File: config.mk
export PLATFORM = sky130hd
export DESIGN_NAME = rtc_config_regs
export DESIGN_NICKNAME = d
export VERILOG_FILES = /design/src/logic/rtc_config_regs.v
export VERILOG_INCLUDE_DIRS = /design/src /design/src/logic
export SDC_FILE = /design/constraint.sdc
export NUM_CORES = 1
export LEC_CHECK = 0
export BUFFER_PORTS_ARGS = -buffer_cell sky130_fd_sc_hd__buf_2
export CAP_MARGIN = 15
export CORE_MARGIN = 5
export CORE_UTILIZATION = 40
export DETAILED_ROUTE_END_ITERATION = 10
export GPL_ROUTABILITY_DRIVEN = 1
export PLACE_DENSITY = 0.67
export SLEW_MARGIN = 20
export SYNTH_ARGS = -nofsm -noshare
export SYNTH_HDL_FRONTEND = slang
export SYNTH_SLANG_ARGS = --single-unit
File: constraint.sdc
create_clock -name hclk -period 1.7 [get_ports hclk]
set_input_delay 0.17 -clock hclk [delete_from_list [all_inputs] [get_ports hclk]]
set_output_delay 0.17 -clock hclk [all_outputs]
set_load 0.005 [all_outputs]
File: src/logic/rtc_defines.vh
// Purpose: register offsets, field positions and reset values of the rtc config bank
// Assumes: byte-wide registers, each on its own aligned ahb word
// Notes:   definitions only
`ifndef RTC_DEFINES_VH
`define RTC_DEFINES_VH
// ****************************************
// register word indices, decoded from haddr[9:2]
// ****************************************
`define RTC_IDX_ALM2_DAYDATE   8'h18
`define RTC_IDX_CNT_HIGH       8'h19
`define RTC_IDX_CNT_LOW        8'h1a
`define RTC_IDX_RELOAD_HIGH    8'h1b
`define RTC_IDX_RELOAD_LOW     8'h1c
`define RTC_IDX_POWER_MANAGEMENT_CONFIG       8'h1d
`define RTC_IDX_TMR_CTRL       8'h40
`define RTC_IDX_IRQ_STATUS     8'h41
`define RTC_IDX_IRQ_ENABLE     8'h42
`define RTC_IDX_IRQ_CLEAR      8'h43
`define RTC_IDX_CAL_STATUS     8'h44
// ****************************************
// fields
// ****************************************
`define RTC_A2_MASK_BIT        7
`define RTC_A2_SEL_BIT         6
`define RTC_PM_DETECT_BIT      3
`define RTC_PM_POWER_FAIL_THRESHOLD_SELECT_BIT        2
`define RTC_PM_BACKUP_BIT      1
`define RTC_PM_MANUAL_BIT      0
`define RTC_TC_EN_BIT          0
`define RTC_TC_REPEAT_BIT      1
`define RTC_IRQ_EXPIRE_BIT     0
`define RTC_IRQ_ALARM_BIT      1
// ****************************************
// reset values
// ****************************************
`define RTC_RST_BYTE           8'h00
`define RTC_RST_PWR            4'h0
`define RTC_RST_CNT            16'h0000
`endif

File: src/logic/rtc_config_regs.v
// Purpose: alarm2 day/date, countdown timer and power-management registers on ahb-lite
// Assumes: one 50 MHz clock; timer tick is a one-cycle enable from outside
// Notes:   every output is registered; the slave never inserts wait states
//
// Contract
// - select bit 6: 0 date, 1 day
// - bit 7 masks day/date from match
// - tens bits 5:4, units 3:0 compared
// - read-only count at 0x19/0x1a, reset zero
// - read/write reload at 0x1b/0x1c, reset zero
// - repeat mode reloads at zero, keeps counting
// - bit 3 enables battery detector
// - bit 2 threshold: 0 1.5V, 1 2.0V
// - threshold used only when manual bit 0
// - bit 1 backup select, only when manual 1
// - bits 7:4 reserved, control bits reset 0
// - manual low: automatic supply choice
// - manual backup honoured only if vcc below vbat
//
// The implementer's own choice: the AHB-Lite slave port.
`timescale 1ns/1ps
`include "rtc_defines.vh"

module rtc_config_regs #(
  parameter CNT_W = 16
) (
  input  wire        hclk,
  input  wire        hresetn,
  input  wire        hsel,
  input  wire [31:0] haddr,
  input  wire [1:0]  htrans,
  input  wire        hwrite,
  input  wire [2:0]  hsize,
  input  wire [31:0] hwdata,
  input  wire        hready,
  output reg  [31:0] hrdata,
  output reg         hreadyout,
  output reg         hresp,
  input  wire        timer_tick,
  input  wire [5:0]  cur_date,
  input  wire [2:0]  cur_day,
  input  wire        time_match,
  input  wire        auto_use_backup,
  input  wire        vcc_below_vbat,
  output reg         battery_detect_en,
  output reg         threshold_2v0,
  output reg         threshold_active,
  output reg         use_backup_supply,
  output reg         alarm2_hit,
  output reg         timer_expired,
  output reg         irq
);

  // ****************************************
  // ahb address phase capture
  // ****************************************
  reg        wr_pend_q;
  reg [7:0]  wr_idx_q;
  wire       addr_ok = hsel & hready & htrans[1];
  wire [7:0] a_idx   = haddr[9:2];

  always @(posedge hclk or negedge hresetn) begin
    if (!hresetn) begin
      wr_pend_q <= 1'b0;
      wr_idx_q  <= 8'h00;
    end else begin
      wr_pend_q <= addr_ok & hwrite;
      if (addr_ok)
        wr_idx_q <= a_idx;
    end
  end

  wire       wr_en = wr_pend_q;
  wire [7:0] wb    = hwdata[7:0];

  // ****************************************
  // configuration registers
  // ****************************************
  reg [7:0]       a2_q;
  reg [CNT_W-1:0] reload_q;
  reg [3:0]       pwr_q;
  reg [1:0]       tctrl_q;
  reg [1:0]       irq_en_q;

  always @(posedge hclk or negedge hresetn) begin
    if (!hresetn) begin
      a2_q     <= `RTC_RST_BYTE;
      reload_q <= {CNT_W{1'b0}};
      pwr_q    <= `RTC_RST_PWR;
      tctrl_q  <= 2'h0;
      irq_en_q <= 2'h0;
    end else if (wr_en) begin
      case (wr_idx_q)
        `RTC_IDX_ALM2_DAYDATE: a2_q <= wb;
        `RTC_IDX_RELOAD_HIGH:  reload_q[15:8] <= wb;
        `RTC_IDX_RELOAD_LOW:   reload_q[7:0] <= wb;
        `RTC_IDX_POWER_MANAGEMENT_CONFIG:     pwr_q <= wb[3:0];
        `RTC_IDX_TMR_CTRL:     tctrl_q <= wb[1:0];
        `RTC_IDX_IRQ_ENABLE:   irq_en_q <= wb[1:0];
        default: begin
        end
      endcase
    end
  end

  // ****************************************
  // countdown timer
  // ****************************************
  reg [CNT_W-1:0] cnt_q;
  reg             cnt_zero_d;
  wire            run = tctrl_q[`RTC_TC_EN_BIT];
  wire            rep = tctrl_q[`RTC_TC_REPEAT_BIT];

  // count registers have no direct write path; a timer control write setting the enable while stopped, or repeat mode at zero, loads them from reload
  always @(posedge hclk or negedge hresetn) begin
    if (!hresetn) begin
      cnt_q <= `RTC_RST_CNT;
    end else if (wr_en && wr_idx_q == `RTC_IDX_TMR_CTRL && wb[`RTC_TC_EN_BIT] && !run) begin
      cnt_q <= reload_q;
    end else if (run && timer_tick) begin
      if (cnt_q == {CNT_W{1'b0}}) begin
        if (rep)
          cnt_q <= reload_q;
      end else begin
        cnt_q <= cnt_q - 1'b1;
      end
    end
  end

  always @* begin
    cnt_zero_d = run & timer_tick & (cnt_q == {{(CNT_W-1){1'b0}}, 1'b1});
  end

  // ****************************************
  // alarm2 day/date match
  // ****************************************
  reg dd_ok_d;
  always @* begin
    if (a2_q[`RTC_A2_MASK_BIT])
      dd_ok_d = 1'b1;
    else if (a2_q[`RTC_A2_SEL_BIT])
      dd_ok_d = (a2_q[3:0] == {1'b0, cur_day}) && (a2_q[5:4] == 2'h0);
    else
      dd_ok_d = ({a2_q[5:4], a2_q[3:0]} == cur_date);
  end

  reg  match_q;
  wire alarm_ev = time_match & dd_ok_d & ~match_q;

  // ****************************************
  // interrupt status, set wins over clear
  // ****************************************
  reg [1:0] irq_st_q;
  wire [1:0] ev_set = {alarm_ev, cnt_zero_d};
  wire [1:0] clr = (wr_en && wr_idx_q == `RTC_IDX_IRQ_CLEAR) ? wb[1:0] : 2'h0;

  always @(posedge hclk or negedge hresetn) begin
    if (!hresetn) begin
      irq_st_q <= 2'h0;
      match_q  <= 1'b0;
    end else begin
      irq_st_q <= (irq_st_q & ~clr) | ev_set;
      match_q  <= time_match & dd_ok_d;
    end
  end

  // ****************************************
  // power-management decode and outputs
  // ****************************************
  wire manual = pwr_q[`RTC_PM_MANUAL_BIT];

  always @(posedge hclk or negedge hresetn) begin
    if (!hresetn) begin
      battery_detect_en <= 1'b0;
      threshold_2v0     <= 1'b0;
      threshold_active  <= 1'b0;
      use_backup_supply <= 1'b0;
      alarm2_hit        <= 1'b0;
      timer_expired     <= 1'b0;
      irq               <= 1'b0;
    end else begin
      battery_detect_en <= pwr_q[`RTC_PM_DETECT_BIT];
      threshold_2v0     <= pwr_q[`RTC_PM_POWER_FAIL_THRESHOLD_SELECT_BIT];
      threshold_active  <= ~manual;
      if (manual)
        use_backup_supply <= pwr_q[`RTC_PM_BACKUP_BIT] & vcc_below_vbat;
      else
        use_backup_supply <= auto_use_backup;
      alarm2_hit        <= alarm_ev;
      timer_expired     <= cnt_zero_d;
      irq               <= |(((irq_st_q & ~clr) | ev_set) & irq_en_q);
    end
  end

  // ****************************************
  // ahb read path, zero-wait, always okay
  // ****************************************
  reg [7:0] rd_d;
  always @* begin
    case (a_idx)
      `RTC_IDX_ALM2_DAYDATE: rd_d = a2_q;
      `RTC_IDX_CNT_HIGH:     rd_d = cnt_q[15:8];
      `RTC_IDX_CNT_LOW:      rd_d = cnt_q[7:0];
      `RTC_IDX_RELOAD_HIGH:  rd_d = reload_q[15:8];
      `RTC_IDX_RELOAD_LOW:   rd_d = reload_q[7:0];
      `RTC_IDX_POWER_MANAGEMENT_CONFIG:     rd_d = {4'h0, pwr_q};
      `RTC_IDX_TMR_CTRL:     rd_d = {6'h00, tctrl_q};
      `RTC_IDX_IRQ_STATUS:   rd_d = {6'h00, irq_st_q};
      `RTC_IDX_IRQ_ENABLE:   rd_d = {6'h00, irq_en_q};
      `RTC_IDX_CAL_STATUS:   rd_d = {6'h00, use_backup_supply, threshold_active};
      default:               rd_d = 8'h00;
    endcase
  end

  always @(posedge hclk or negedge hresetn) begin
    if (!hresetn) begin
      hrdata    <= 32'h0000_0000;
      hreadyout <= 1'b1;
      hresp     <= 1'b0;
    end else begin
      hreadyout <= 1'b1;
      hresp     <= 1'b0;
      if (addr_ok && !hwrite)
        hrdata <= {24'h00_0000, rd_d};
    end
  end

endmodule // rtc_config_regs

==> summary.md, run 1 <==
| Metric | Value |
|---|---|
| Outcome | `complete, but fails checks` |
| Primary FF master, synth | `dfrtp_1` |
| Post-route minimum period | `around 1900 ps` |
| Critical Path Sink Type | `flop` |
| CTS clock-pin slew for the worst setup and hold paths | `~80 ps` |
| Port Buf Inserts | `slightly below 50` |
| Die H | `112.9 µm` |
| WL per Instance | `between 15 and 20 µm` |
| Max_cap viols | `0` |
| HP Class | `primary input to flop` |
| H-tree Lvls | `3` |
| Chip Width | `112.9 µm` |
| Worst Setup Slack, final | `-213.7 ps` |
| Non-Filler Instances | `674` |
| Post-synth cell types | `66` |
| Final Cell Area | `6047 µm²` |
| GR peak layer | `met2` |
| Avg Vias per Cell | `roughly 5.4` |
| Critical path required time | `just under 2000 ps` |
| Final clock skew | `9.939 ps` |
| RSZ-0062 raised after global routing | `yes` |
| VDD IR-drop max | `0.4500 mV` |
| Total Routing Usage GR | `0.1934` |
| Final #Nets | `~620` |
| First-pass GRT wire length | `19640 µm` |
| Final hold violation count | `0` |
| Sink Count | `between 70 and 80` |
| Crit path from | `cnt_q[0]` |
| Syn Inst Count | `~390` |
| Ant diodes | `0` |
| Asr flop ratio synth | `1.000` |
| GRT met2 Usage | `0.3033` |
| Avg Cell Area, Syn | `10.99 µm²` |
| Area Overhead vs Synth | `42.90%` |
| Crit path max fanout | `4` |
| Final Setup Violations | `26` |
| Clock buffer depth | `2` |
| # rows | `37` |
| PD cells | `938.7 nW/µm²` |
| CTS Buf Count | `9` |
| Synth top area cells | `dfrtp_1, mux2_2, buf_4` |
| Final Cycle Share | `1.126` |
| CP Data Arrival Time | `2140 ps` |
| CTS tree | `yes` |
| Post-Syn Area | `4232 µm²` |
| Crit-path cells | `buf_4 > nor2_1 > nand3_4 > or4_2 > a21oi_2 > o22ai_2` |
| R2R Path Start | `cnt_q[0]` |
| Placed Area | `5199 µm²` |
| Vias in the first global route | `3697` |
| Vias post-DR | `3654` |
| 1st-pass router iterations | `6` |
| Fmax | `roughly 520 MHz` |
| Residual DRC | `0` |
| Max Slew Vio Count | `0` |
| Leading area contributor after synthesis | `dfrtp_1` |
| Register area share after synthesis | `0.4435` |
| Total gr overflow | `0` |
| Layout cell share with drive strength beyond 1 | `0.5019` |
| Detailed Route WL | `12700 µm` |
| Highest cell delay on the worst timing path | `580 ps` |
| Startpoint Class | `flop` |
| Core footprint | `about 10000 µm²` |
| Ys Warns | `0` |
| Worst-skew pair later-pin latency | `350 ps` |
| Placement Setup Slack | `-279.2 ps` |
| Grt met1 use | `0.2812` |
| CP max-delay cell | `or4_2` |
| Number of synthesized flops with an enable pin | `0` |
| Post-route ant nets | `0` |
| Initial Utilization | `0.4099` |
| Met3 usage | `0.02941` |
| #FFs+latches synth | `75` |
| Worst Min Path Start | `hwrite` |
| Placer Congestion | `0.9018` |
| Number of instances in the placed design | `~640` |
| Initial antenna violation count | `0` |
| Critical path class | `flop to flop` |
| Top cell type's share of synthesized area | `0.4435` |
| IO Count | `128` |
| Root Driver | `clkbuf_8` |
| LEAKAGE | `2.851 nW` |
| Initial drt markers | `297` |
| Overall die area | `12740 µm²` |
| DP Wirelength | `9287 µm` |
| Pin count of the biggest net entering global routing | `76` |
| Failing checks | `setup timing` |
-- cell families after synthesis --
| group | synth area share |
|---|---|
| compound gates | 0.1186 |
| xor+xnor | 0.01863 |
| fa+ha+maj | 0.008871 |
| buf+inv | 0.07451 |
| flops | 0.4435 |
| mux | 0.1851 |
| other cells | 0.001775 |
| simple gates | 0.1490 |
-- metrics by stage --
stage	total power [W]	setup TNS [ps]	hold WS [ps]	util
2_1_floorplan	0.002987	-891.3	-125.6	-
5_1_grt	0.005941	-3996	60.70	0.5857
3_5_place_dp	0.003731	-4082	223.6	0.5036
3_3_place_gp	0.003693	-4374	216.5	0.5036
4_1_cts	0.005507	-1874	50.43	0.5484
6_report	0.005676	-1918	59.46	0.5857
-- path summary, 6_finish.rpt --
path | endpoint | slack (ps) | cells after the start
max in group asynchronous | cnt_q[2] | 990 | 3
max reg2reg | cnt_q[11] | -210 | 6
min | wr_en | 60 | 3
max | cnt_q[11] | -210 | 6
min reg2reg | battery_detect_en | 420 | 0
min in group asynchronous | irq_en_q[1] | 380 | 3
-- registers in the layout, summed over array words and instances (netlist names) --
signal / count
hrdata: 8
wr_en: 1
threshold_active: 1
timer_expired: 1
use_backup_supply: 1
reload_q: 16
pwr_q: 4
threshold_2v0: 1
irq_st_q: 2
irq: 1
alarm2_hit: 1
irq_en_q: 2
cnt_q: 16
wr_idx_q: 8
tctrl_q: 2
a2_q: 8
match_q: 1
battery_detect_en: 1
-- critical path: cells and delay by family, from the launching register on --
kind / cells / cell delay [ps]
AOI/OAI and AO/OA: 2 / 270
buffers and inverters: 1 / 160
DFF: 1 / 390
and+or+nand+nor: 3 / 990
-- per-layer routing --
| metal | wire length [µm] | share of wire | vias to the layer above |
|---|---|---|---|
| li1 | - | - | 1676 |
| met1 | 5735 | 0.45 | 1824 |
| met2 | 5879 | 0.46 | 135 |
| met3 | 891 | 0.070 | 19 |
| met4 | 189 | 0.015 | 0 |
| met5 | 0 | 0 | - |
-- layout make-up --
type                    count  area (µm²)
clock buffers              12       145.1
clock inverters             4       73.82
fillers                   840        4277
inverters                  16       60.06
multi-input cells         282        2576
flip-flops and latches     75        1881
well taps                 136       170.2
repair buffers            149        1141
-- where the power goes --
group | internal (W) | leakage, nW | switching, W
Clock | 0.000870 | 0.111 | 0.000679
Combinational | 0.000972 | 1.79 | 0.000925
Sequential | 0.00199 | 0.952 | 0.000239
-- timing repair --
action                                  in CTS  in global routing
pin swaps                                   13                 32
buffers inserted                             8                 14
endpoints found under the setup margin      35                 47
hold buffers                                 1                  0
endpoints found under the hold margin       75                  0
gates resized for setup                     38                 75
cloned                                       0                  1
-- cells in the final DEF, fill, tap and decap left out, types with 7 or more instances in the layout --
master,count
nand2_1,20
a22oi_1,7
nand3_1,7
clkbuf_8,10
inv_1,14
o21ai_0,10
buf_6,24
mux2i_1,15
mux2_4,26
conb_1,26
buf_2,48
buf_4,72
mux2_2,15
dfrtp_1,72
nor2_1,17
-- Yosys cell counts (3+ instances only) --
library cell	n
dfrtp_1	75
mux2_2	41
buf_4	28
nand2_1	21
nor2_1	19
o21ai_0	19
inv_1	16
mux2i_1	16
nand3_1	13
a21oi_1	8
a22oi_1	7
mux4_2	6
o22ai_1	6
xor2_1	6
and3_1	5
nand2b_1	5
nor4_1	5
and2_1	4
nor2b_1	4
nor3_1	4
a221o_1	3
a22o_1	3
buf_2	3
clkbuf_1	3
ha_1	3
nand4_1	3
nor3b_1	3
nor4b_1	3
o211ai_1	3
o2bb2ai_1	3
xnor2_1	3
Note: power is estimated with default switching activity, not from simulation.
==> run 2: changes to the inputs <==
--- a/config.mk
+++ b/config.mk
@@ -9,10 +9,10 @@
 export BUFFER_PORTS_ARGS = -buffer_cell sky130_fd_sc_hd__buf_2
 export CAP_MARGIN = 15
 export CORE_MARGIN = 5
-export CORE_UTILIZATION = 40
+export CORE_UTILIZATION = 44
 export DETAILED_ROUTE_END_ITERATION = 10
-export GPL_ROUTABILITY_DRIVEN = 1
-export PLACE_DENSITY = 0.67
+export GPL_ROUTABILITY_DRIVEN = 0
+export PLACE_DENSITY = 0.73
 export SLEW_MARGIN = 20
 export SYNTH_ARGS = -nofsm -noshare
 export SYNTH_HDL_FRONTEND = slang
==> run 2 against run 1 <==
Compared with the run above:
- the flow still finishes with violations (setup timing)
- sequential power is essentially flat
- routed wire length grew 6.5%
- hold slack lost 22 ps
==> summary.md, run 2 (synthesis results as in run 1) <==
| Metric | Value |
|---|---|
| Outcome | `complete, but fails checks` |
| Failing checks | `setup timing` |
| Max_cap viols | `0 (unchanged)` |
| CTS Buf Count | `9 (unchanged)` |
| Initial drt markers | `357 (+20%)` |
| Final #Nets | `619 (-0.64%)` |
| Flop2flop setup slack | `-310 ps (-100 ps)` |
| Ant diodes | `0 (unchanged)` |
| RSZ-0062 raised after global routing | `yes` |
| VDD IR-drop max | `0.6853 mV (+52%)` |
| Net Switching | `0.001903 W (+3.3%)` |
| Chip Width | `108.1 µm (-4.2%)` |
| Core footprint | `9328 µm² (-9.6%)` |
| Core Util, Final | `0.6298 (+0.04403)` |
| Post-route minimum period | `2014 ps (+100.6 ps)` |
| Root Driver | `clkbuf_8` |
| Logic pwr share | `0.351 (+0.017)` |
| Final Cell Area | `5874 µm² (-2.9%)` |
| Port Buf Inserts | `49 (unchanged)` |
| Final hold violation count | `0 (unchanged)` |
| CTS clock-pin slew for the worst setup and hold paths | `90 ps (about the same)` |
| Avg Vias per Cell | `5.858 (+8.1%)` |
| Final Cycle Share | `1.185 (+0.05915)` |
| DP Wirelength | `8975 µm (-3.4%)` |
| Area Overhead vs Synth | `38.82%` |
| # rows | `35 (-5.4%)` |
| Non-Filler Instances | `663 (-1.6%)` |
| Worst Setup Slack, final | `-314.2 ps (-100.6 ps)` |
| Vias post-DR | `3884 (+6.3%)` |
| Final clock skew | `15.14 ps (+5.205 ps)` |
| LEAKAGE | `2.749 nW (-3.5%)` |
| Total gr overflow | `0 (unchanged)` |
| Most common cell after layout, fill and taps aside | `buf_4` |
| Crit path max fanout | `5 (+1)` |
| PD cells | `950.2 nW/µm² (+1.2%)` |
| Placed Area | `5145 µm² (-1.0%)` |
| H-tree Lvls | `3 (unchanged)` |
| Sink Count | `75 (unchanged)` |
| Sequential Power Share | `0.399 (+0.006)` |
| Initial Utilization | `0.4537 (+0.04377)` |
| Critical path required time | `1920 ps (about the same)` |
| Overall die area | `11680 µm² (-8.3%)` |
| Initial antenna violation count | `0 (unchanged)` |
| Sw Share | `0.3409 (+0.01624)` |
| IO Count | `128 (unchanged)` |
| Final Setup Violations | `22 (-15%)` |
| CTS tree | `yes` |
| 1st-pass router iterations | `7 (+1)` |
| Worst-skew pair later-pin latency | `370 ps (+20 ps)` |
| Critical Path Sink Type | `flop` |
| Detailed Route WL | `13520 µm (+6.5%)` |
| Clock buffer depth | `2 (unchanged)` |
| Number of instances in the placed design | `624 (-2.0%)` |
| Clock share of power | `0.249 (-0.024)` |
| Pin count of the biggest net entering global routing | `40 (-47%)` |
| Hold Worst Slack | `37.08 ps (-22.39 ps)` |
| Total Routing Usage GR | `0.2172 (+0.02385)` |
| P_int | `0.003679 W (-4.0%)` |
| Post-route ant nets | `0 (unchanged)` |
| WL per Instance | `20.40 µm (+8.3%)` |
| Fmax | `496.5 MHz (-5.0%)` |
| Max Slew Vio Count | `0 (unchanged)` |
| First-pass GRT wire length | `19640 µm (about the same)` |
| CP Data Arrival Time | `2230 ps (+90 ps)` |
| Startpoint Class | `flop` |
| Critical path class | `flop to flop` |
| Layout cell share with drive strength beyond 1 | `0.4944 (-0.007477)` |
| Regs by FF count | `cnt_q x16, reload_q x16` |
| HP Class | `primary input to flop` |
| Die H | `108.1 µm (-4.2%)` |
| Vias in the first global route | `3834 (+3.7%)` |
| Commonest non-fill, non-tap cells in the layout | `buf_4, dfrtp_1, buf_2` |
| Residual DRC | `0 (unchanged)` |
[run 2: cell types whose count changed in the layout (fill, tap and decap cells not counted), sizes merged]
cell,before,now
buf,148,144
bufinv,2,1
clkbuf,12,11
clkinv,2,3
clkinvlp,0,1
[run 2: cell type report]
cell class	count	area, µm²
fillers	719	3453
inverters	16	60.06
well taps	129	161.4
clock inverters	5	63.81
repair buffers	145	1065
flip-flops and latches	75	1879
multi-input cells	282	2514
clock buffers	11	131.4
[run 2: layer usage]
layer	vias to the layer above	wire, µm	track usage
li1	1667	-	-
met1	1884	5095	0.2779
met2	250	6545	0.3539
met3	83	1176	0.04239
met4	0	706	0.1046
met5	-	0	0
[run 2: power by group through the flow]
stage / sequential (W) / clock [W] / combinational (W)
after floorplan: 0.00222 / 0 / 0.000766
after global routing: 0.00224 / 0.00148 / 0.00208
after detailed placement: 0.00221 / 0 / 0.00152
after global placement: 0.00220 / 0 / 0.00147
after CTS: 0.00219 / 0.00140 / 0.00167
final: 0.00223 / 0.00139 / 0.00196
[run 2: critical path, cell delays in order, from the launching register on]
cell and delay (ps):
dfrtp_1 470, nor4_2 360, nand4_1 250, buf_4 220
mux2_4 300, a211oi_2 180, a311oi_1 80
[run 2: repair_timing]
item | 4_1_cts | 5_1_grt
setup endpoints to repair | 37 | 51
buffers inserted | 8 | 14
pin swaps | 15 | 32
hold endpoints to repair | 36 | 0
gates cloned | 1 | 0
gates resized for setup | 41 | 44
hold buffers | 1 | 0
[run 2: worst paths after layout]
kind                                 from                 to  depth (start not counted)
worst min-delay path               hwrite              wr_en                          3
worst min register to register   pwr_q[3]  battery_detect_en                          0
max in group asynchronous         hresetn           cnt_q[8]                          3
worst max register to register  cnt_q[13]          cnt_q[12]                          6
min in group asynchronous         hresetn        irq_st_q[1]                          2
worst max-delay path            cnt_q[13]          cnt_q[12]                          6
[run 2: stage by stage]
step                TNS (ps)  worst slack, ps  power [W]
finish                 -3736           -314.2   0.005582
global route           -4941           -361.6   0.005801
CTS                    -1543           -150.2   0.005259
detailed placement     -4537           -292.6   0.003733
global placement       -3537           -299.6   0.003666
floorplan             -891.3           -152.8   0.002987
==> run 3: changes to the inputs <==
--- a/config.mk
+++ b/config.mk
@@ -8,11 +8,14 @@
 export LEC_CHECK = 0
 export BUFFER_PORTS_ARGS = -buffer_cell sky130_fd_sc_hd__buf_2
 export CAP_MARGIN = 15
+export CELL_PAD_IN_SITES_DETAIL_PLACEMENT = 1
+export CELL_PAD_IN_SITES_GLOBAL_PLACEMENT = 1
 export CORE_MARGIN = 5
-export CORE_UTILIZATION = 44
+export CORE_UTILIZATION = 36
 export DETAILED_ROUTE_END_ITERATION = 10
 export GPL_ROUTABILITY_DRIVEN = 0
-export PLACE_DENSITY = 0.73
+export MAX_ROUTING_LAYER = met4
+export PLACE_DENSITY_LB_ADDON = 0.1
 export SLEW_MARGIN = 20
 export SYNTH_ARGS = -nofsm -noshare
 export SYNTH_HDL_FRONTEND = slang
==> run 3 against run 2 <==
Compared with the run above:
- the flow still finishes with violations (setup timing)
- final cell count up 3.2%
- largest cell class unchanged
- worst setup slack gained 73 ps
- clock skew decreased by 9.4 ps
- final area rose by 4.0%
- first-iteration DRC count down 38%
- critical path type unchanged
- core utilization is 9.7 points lower
- sequential power is essentially flat
- sequential cell count unchanged
- global-route usage shrank 0.49 points
- routed wire length rose by 5.1%
- maximum frequency up 3.8%
==> summary.md, run 3 (synthesis results as in run 1) <==
| Metric | Value |
|---|---|
| Outcome | `complete, but fails checks` |
| Failing checks | `setup timing` |
| Post-route ant nets | `0 (unchanged)` |
| Chip Width | `118.4 µm (+9.6%)` |
| Detailed Route WL | `14220 µm (+5.1%)` |
| Startpoint Class | `flop` |
| Initial Utilization | `0.3690 (-0.08464)` |
| Fill cells | `1237 (+72%)` |
| Vias in the first global route | `3965 (+3.4%)` |
| CTS clock-pin slew for the worst setup and hold paths | `60 ps (-30 ps)` |
| Area Overhead vs Synth | `44.32%` |
| Final Cell Area | `6107 µm² (+4.0%)` |
| Post-route minimum period | `1941 ps (-73.00 ps)` |
| Final #Nets | `626 (+1.1%)` |
| Placed Area | `5270 µm² (+2.4%)` |
| Overall die area | `14020 µm² (+20%)` |
| Final Cycle Share | `1.142 (-0.04294)` |
| Final hold violation count | `0 (unchanged)` |
| Sink Count | `75 (unchanged)` |
| CTS tree | `yes` |
| RSZ-0062 raised after global routing | `yes` |
| Max Used Layer | `met4` |
| Vias post-DR | `3621 (-6.8%)` |
| HP Class | `primary input to flop` |
| Routed wl met3 | `657 µm (-44%)` |
| Max Slew Vio Count | `0 (unchanged)` |
| 1st-pass router iterations | `4 (-3)` |
| Initial antenna violation count | `0 (unchanged)` |
| Total gr overflow | `0 (unchanged)` |
| CTS Buf Count | `9 (unchanged)` |
| Worst-skew pair later-pin latency | `340 ps (-30 ps)` |
| First-pass GRT wire length | `22670 µm (+15%)` |
| Root Driver | `clkbuf_16` |
| Initial drt markers | `223 (-38%)` |
| Ant diodes | `0 (unchanged)` |
| H-tree Lvls | `3 (unchanged)` |
| Final Setup Violations | `20 (-9.1%)` |
| Port Buf Inserts | `49 (unchanged)` |
| Critical Path Sink Type | `flop` |
| Final clock skew | `5.740 ps (-9.404 ps)` |
| Wl on met1 | `6383 µm (+25%)` |
| IO Count | `128 (unchanged)` |
| CP Data Arrival Time | `2160 ps (-70 ps)` |
| Most common cell after layout, fill and taps aside | `buf_4` |
| PD cells | `1002 nW/µm² (+5.5%)` |
| Avg Vias per Cell | `5.294 (-9.6%)` |
| Cells on worst reg2reg path | `9 (+3)` |
| DP Wirelength | `10610 µm (+18%)` |
| Hold Crit Depth | `3 (unchanged)` |
| Core Util, Final | `0.5326 (-0.09721)` |
| Critical path class | `flop to flop` |
| Commonest non-fill, non-tap cells in the layout | `buf_4, dfrtp_1, buf_2` |
| Residual DRC | `0 (unchanged)` |
| # rows | `39 (+11%)` |
| Pin count of the biggest net entering global routing | `30 (-25%)` |
| Clock buffer depth | `2 (unchanged)` |
| Crit path max fanout | `7 (+2)` |
| Regs by FF count | `cnt_q x16, reload_q x16` |
| Worst Setup Slack, final | `-241.2 ps (+73.00 ps)` |
| VDD IR-drop max | `0.6287 mV (-8.3%)` |
| Layout cell share with drive strength beyond 1 | `0.4917 (-0.002700)` |
| LEAKAGE | `2.889 nW (+5.1%)` |
| Met2 WL | `6863 µm (+4.9%)` |
| Core footprint | `11470 µm² (+23%)` |
| Die H | `118.4 µm (+9.6%)` |
| WL per Instance | `20.78 µm (+1.9%)` |
| Max_cap viols | `0 (unchanged)` |
| Critical path required time | `1920 ps (about the same)` |
| Fmax | `515.1 MHz (+3.8%)` |
| Total Routing Usage GR | `0.2123 (-0.004895)` |
## run 3: cell count changes in the layout (fill, tap and decap cells not counted), sizes merged
cell and change:
buf +7, clkbuf +1, clkinv -2, clkinvlp +1
## run 3: report_power, final
part	internal, W	switching, W	total, W
registers	0.00199	0.000223	0.00222
logic	0.00103	0.000958	0.00199
clock network	0.00117	0.000742	0.00192
total	0.00420	0.00192	0.00612
## run 3: per-stage QoR
step                cells  hold WS, ps  setup slack (ps)  power, W  setup TNS, ps
finish                684        64.29            -241.2  0.006122          -3333
CTS                   676        52.18            -154.6  0.006006          -1713
detailed placement    649        142.8            -384.4  0.003834          -5655
global placement      649        141.6            -330.4  0.003793          -4760
floorplan             409       -125.6            -152.8  0.002987         -891.3
global route          684        65.19            -308.8  0.006426          -4730
## run 3: final timing paths
path                          start                 to  slack, ps
max                        cnt_q[3]           cnt_q[0]       -240
min                          hwrite              wr_en         60
max reg2reg                cnt_q[3]           cnt_q[0]       -240
min reg2reg                pwr_q[3]  battery_detect_en        420
max in group asynchronous   hresetn        reload_q[0]        720
min in group asynchronous   hresetn        reload_q[6]        330
## run 3: critical path, cell delays in order, from the launching register on
cell      delay, ps
dfrtp_1         420
nor4_4          370
buf_4           180
buf_4           110
and4_4          240
buf_6           120
o21ai_4          80
buf_12          150
o211ai_1         70
o21ai_1          90
## run 3: routing by layer
| metal | global-route usage | vias to the layer above |
|---|---|---|
| li1 | - | 1685 |
| met1 | 0.2766 | 1821 |
| met2 | 0.3354 | 97 |
| met3 | 0.03247 | 18 |
| met4 | 0.08079 | 0 |
| met5 | - | - |
## run 3: area by class of cell
type	count	area, µm²	area share
Clock buffer	12	246.5	0.04036
Clock inverter	4	50.05	0.008195
Inverter	16	60.06	0.009834
Multi-Input combinational cell	282	2549	0.4173
Sequential cell	75	1877	0.3073
Tap cell	143	178.9	0.02930
Timing Repair Buffer	152	1146	0.1877
## run 3: timing repair
action / in CTS / in global routing
cloned: 1 / 0
setup endpoints to repair: 50 / 45
resized for setup: 44 / 40
hold endpoints to repair: 27 / 0
buffers inserted: 9 / 9
pin swaps: 24 / 19
hold buffers: 1 / 0
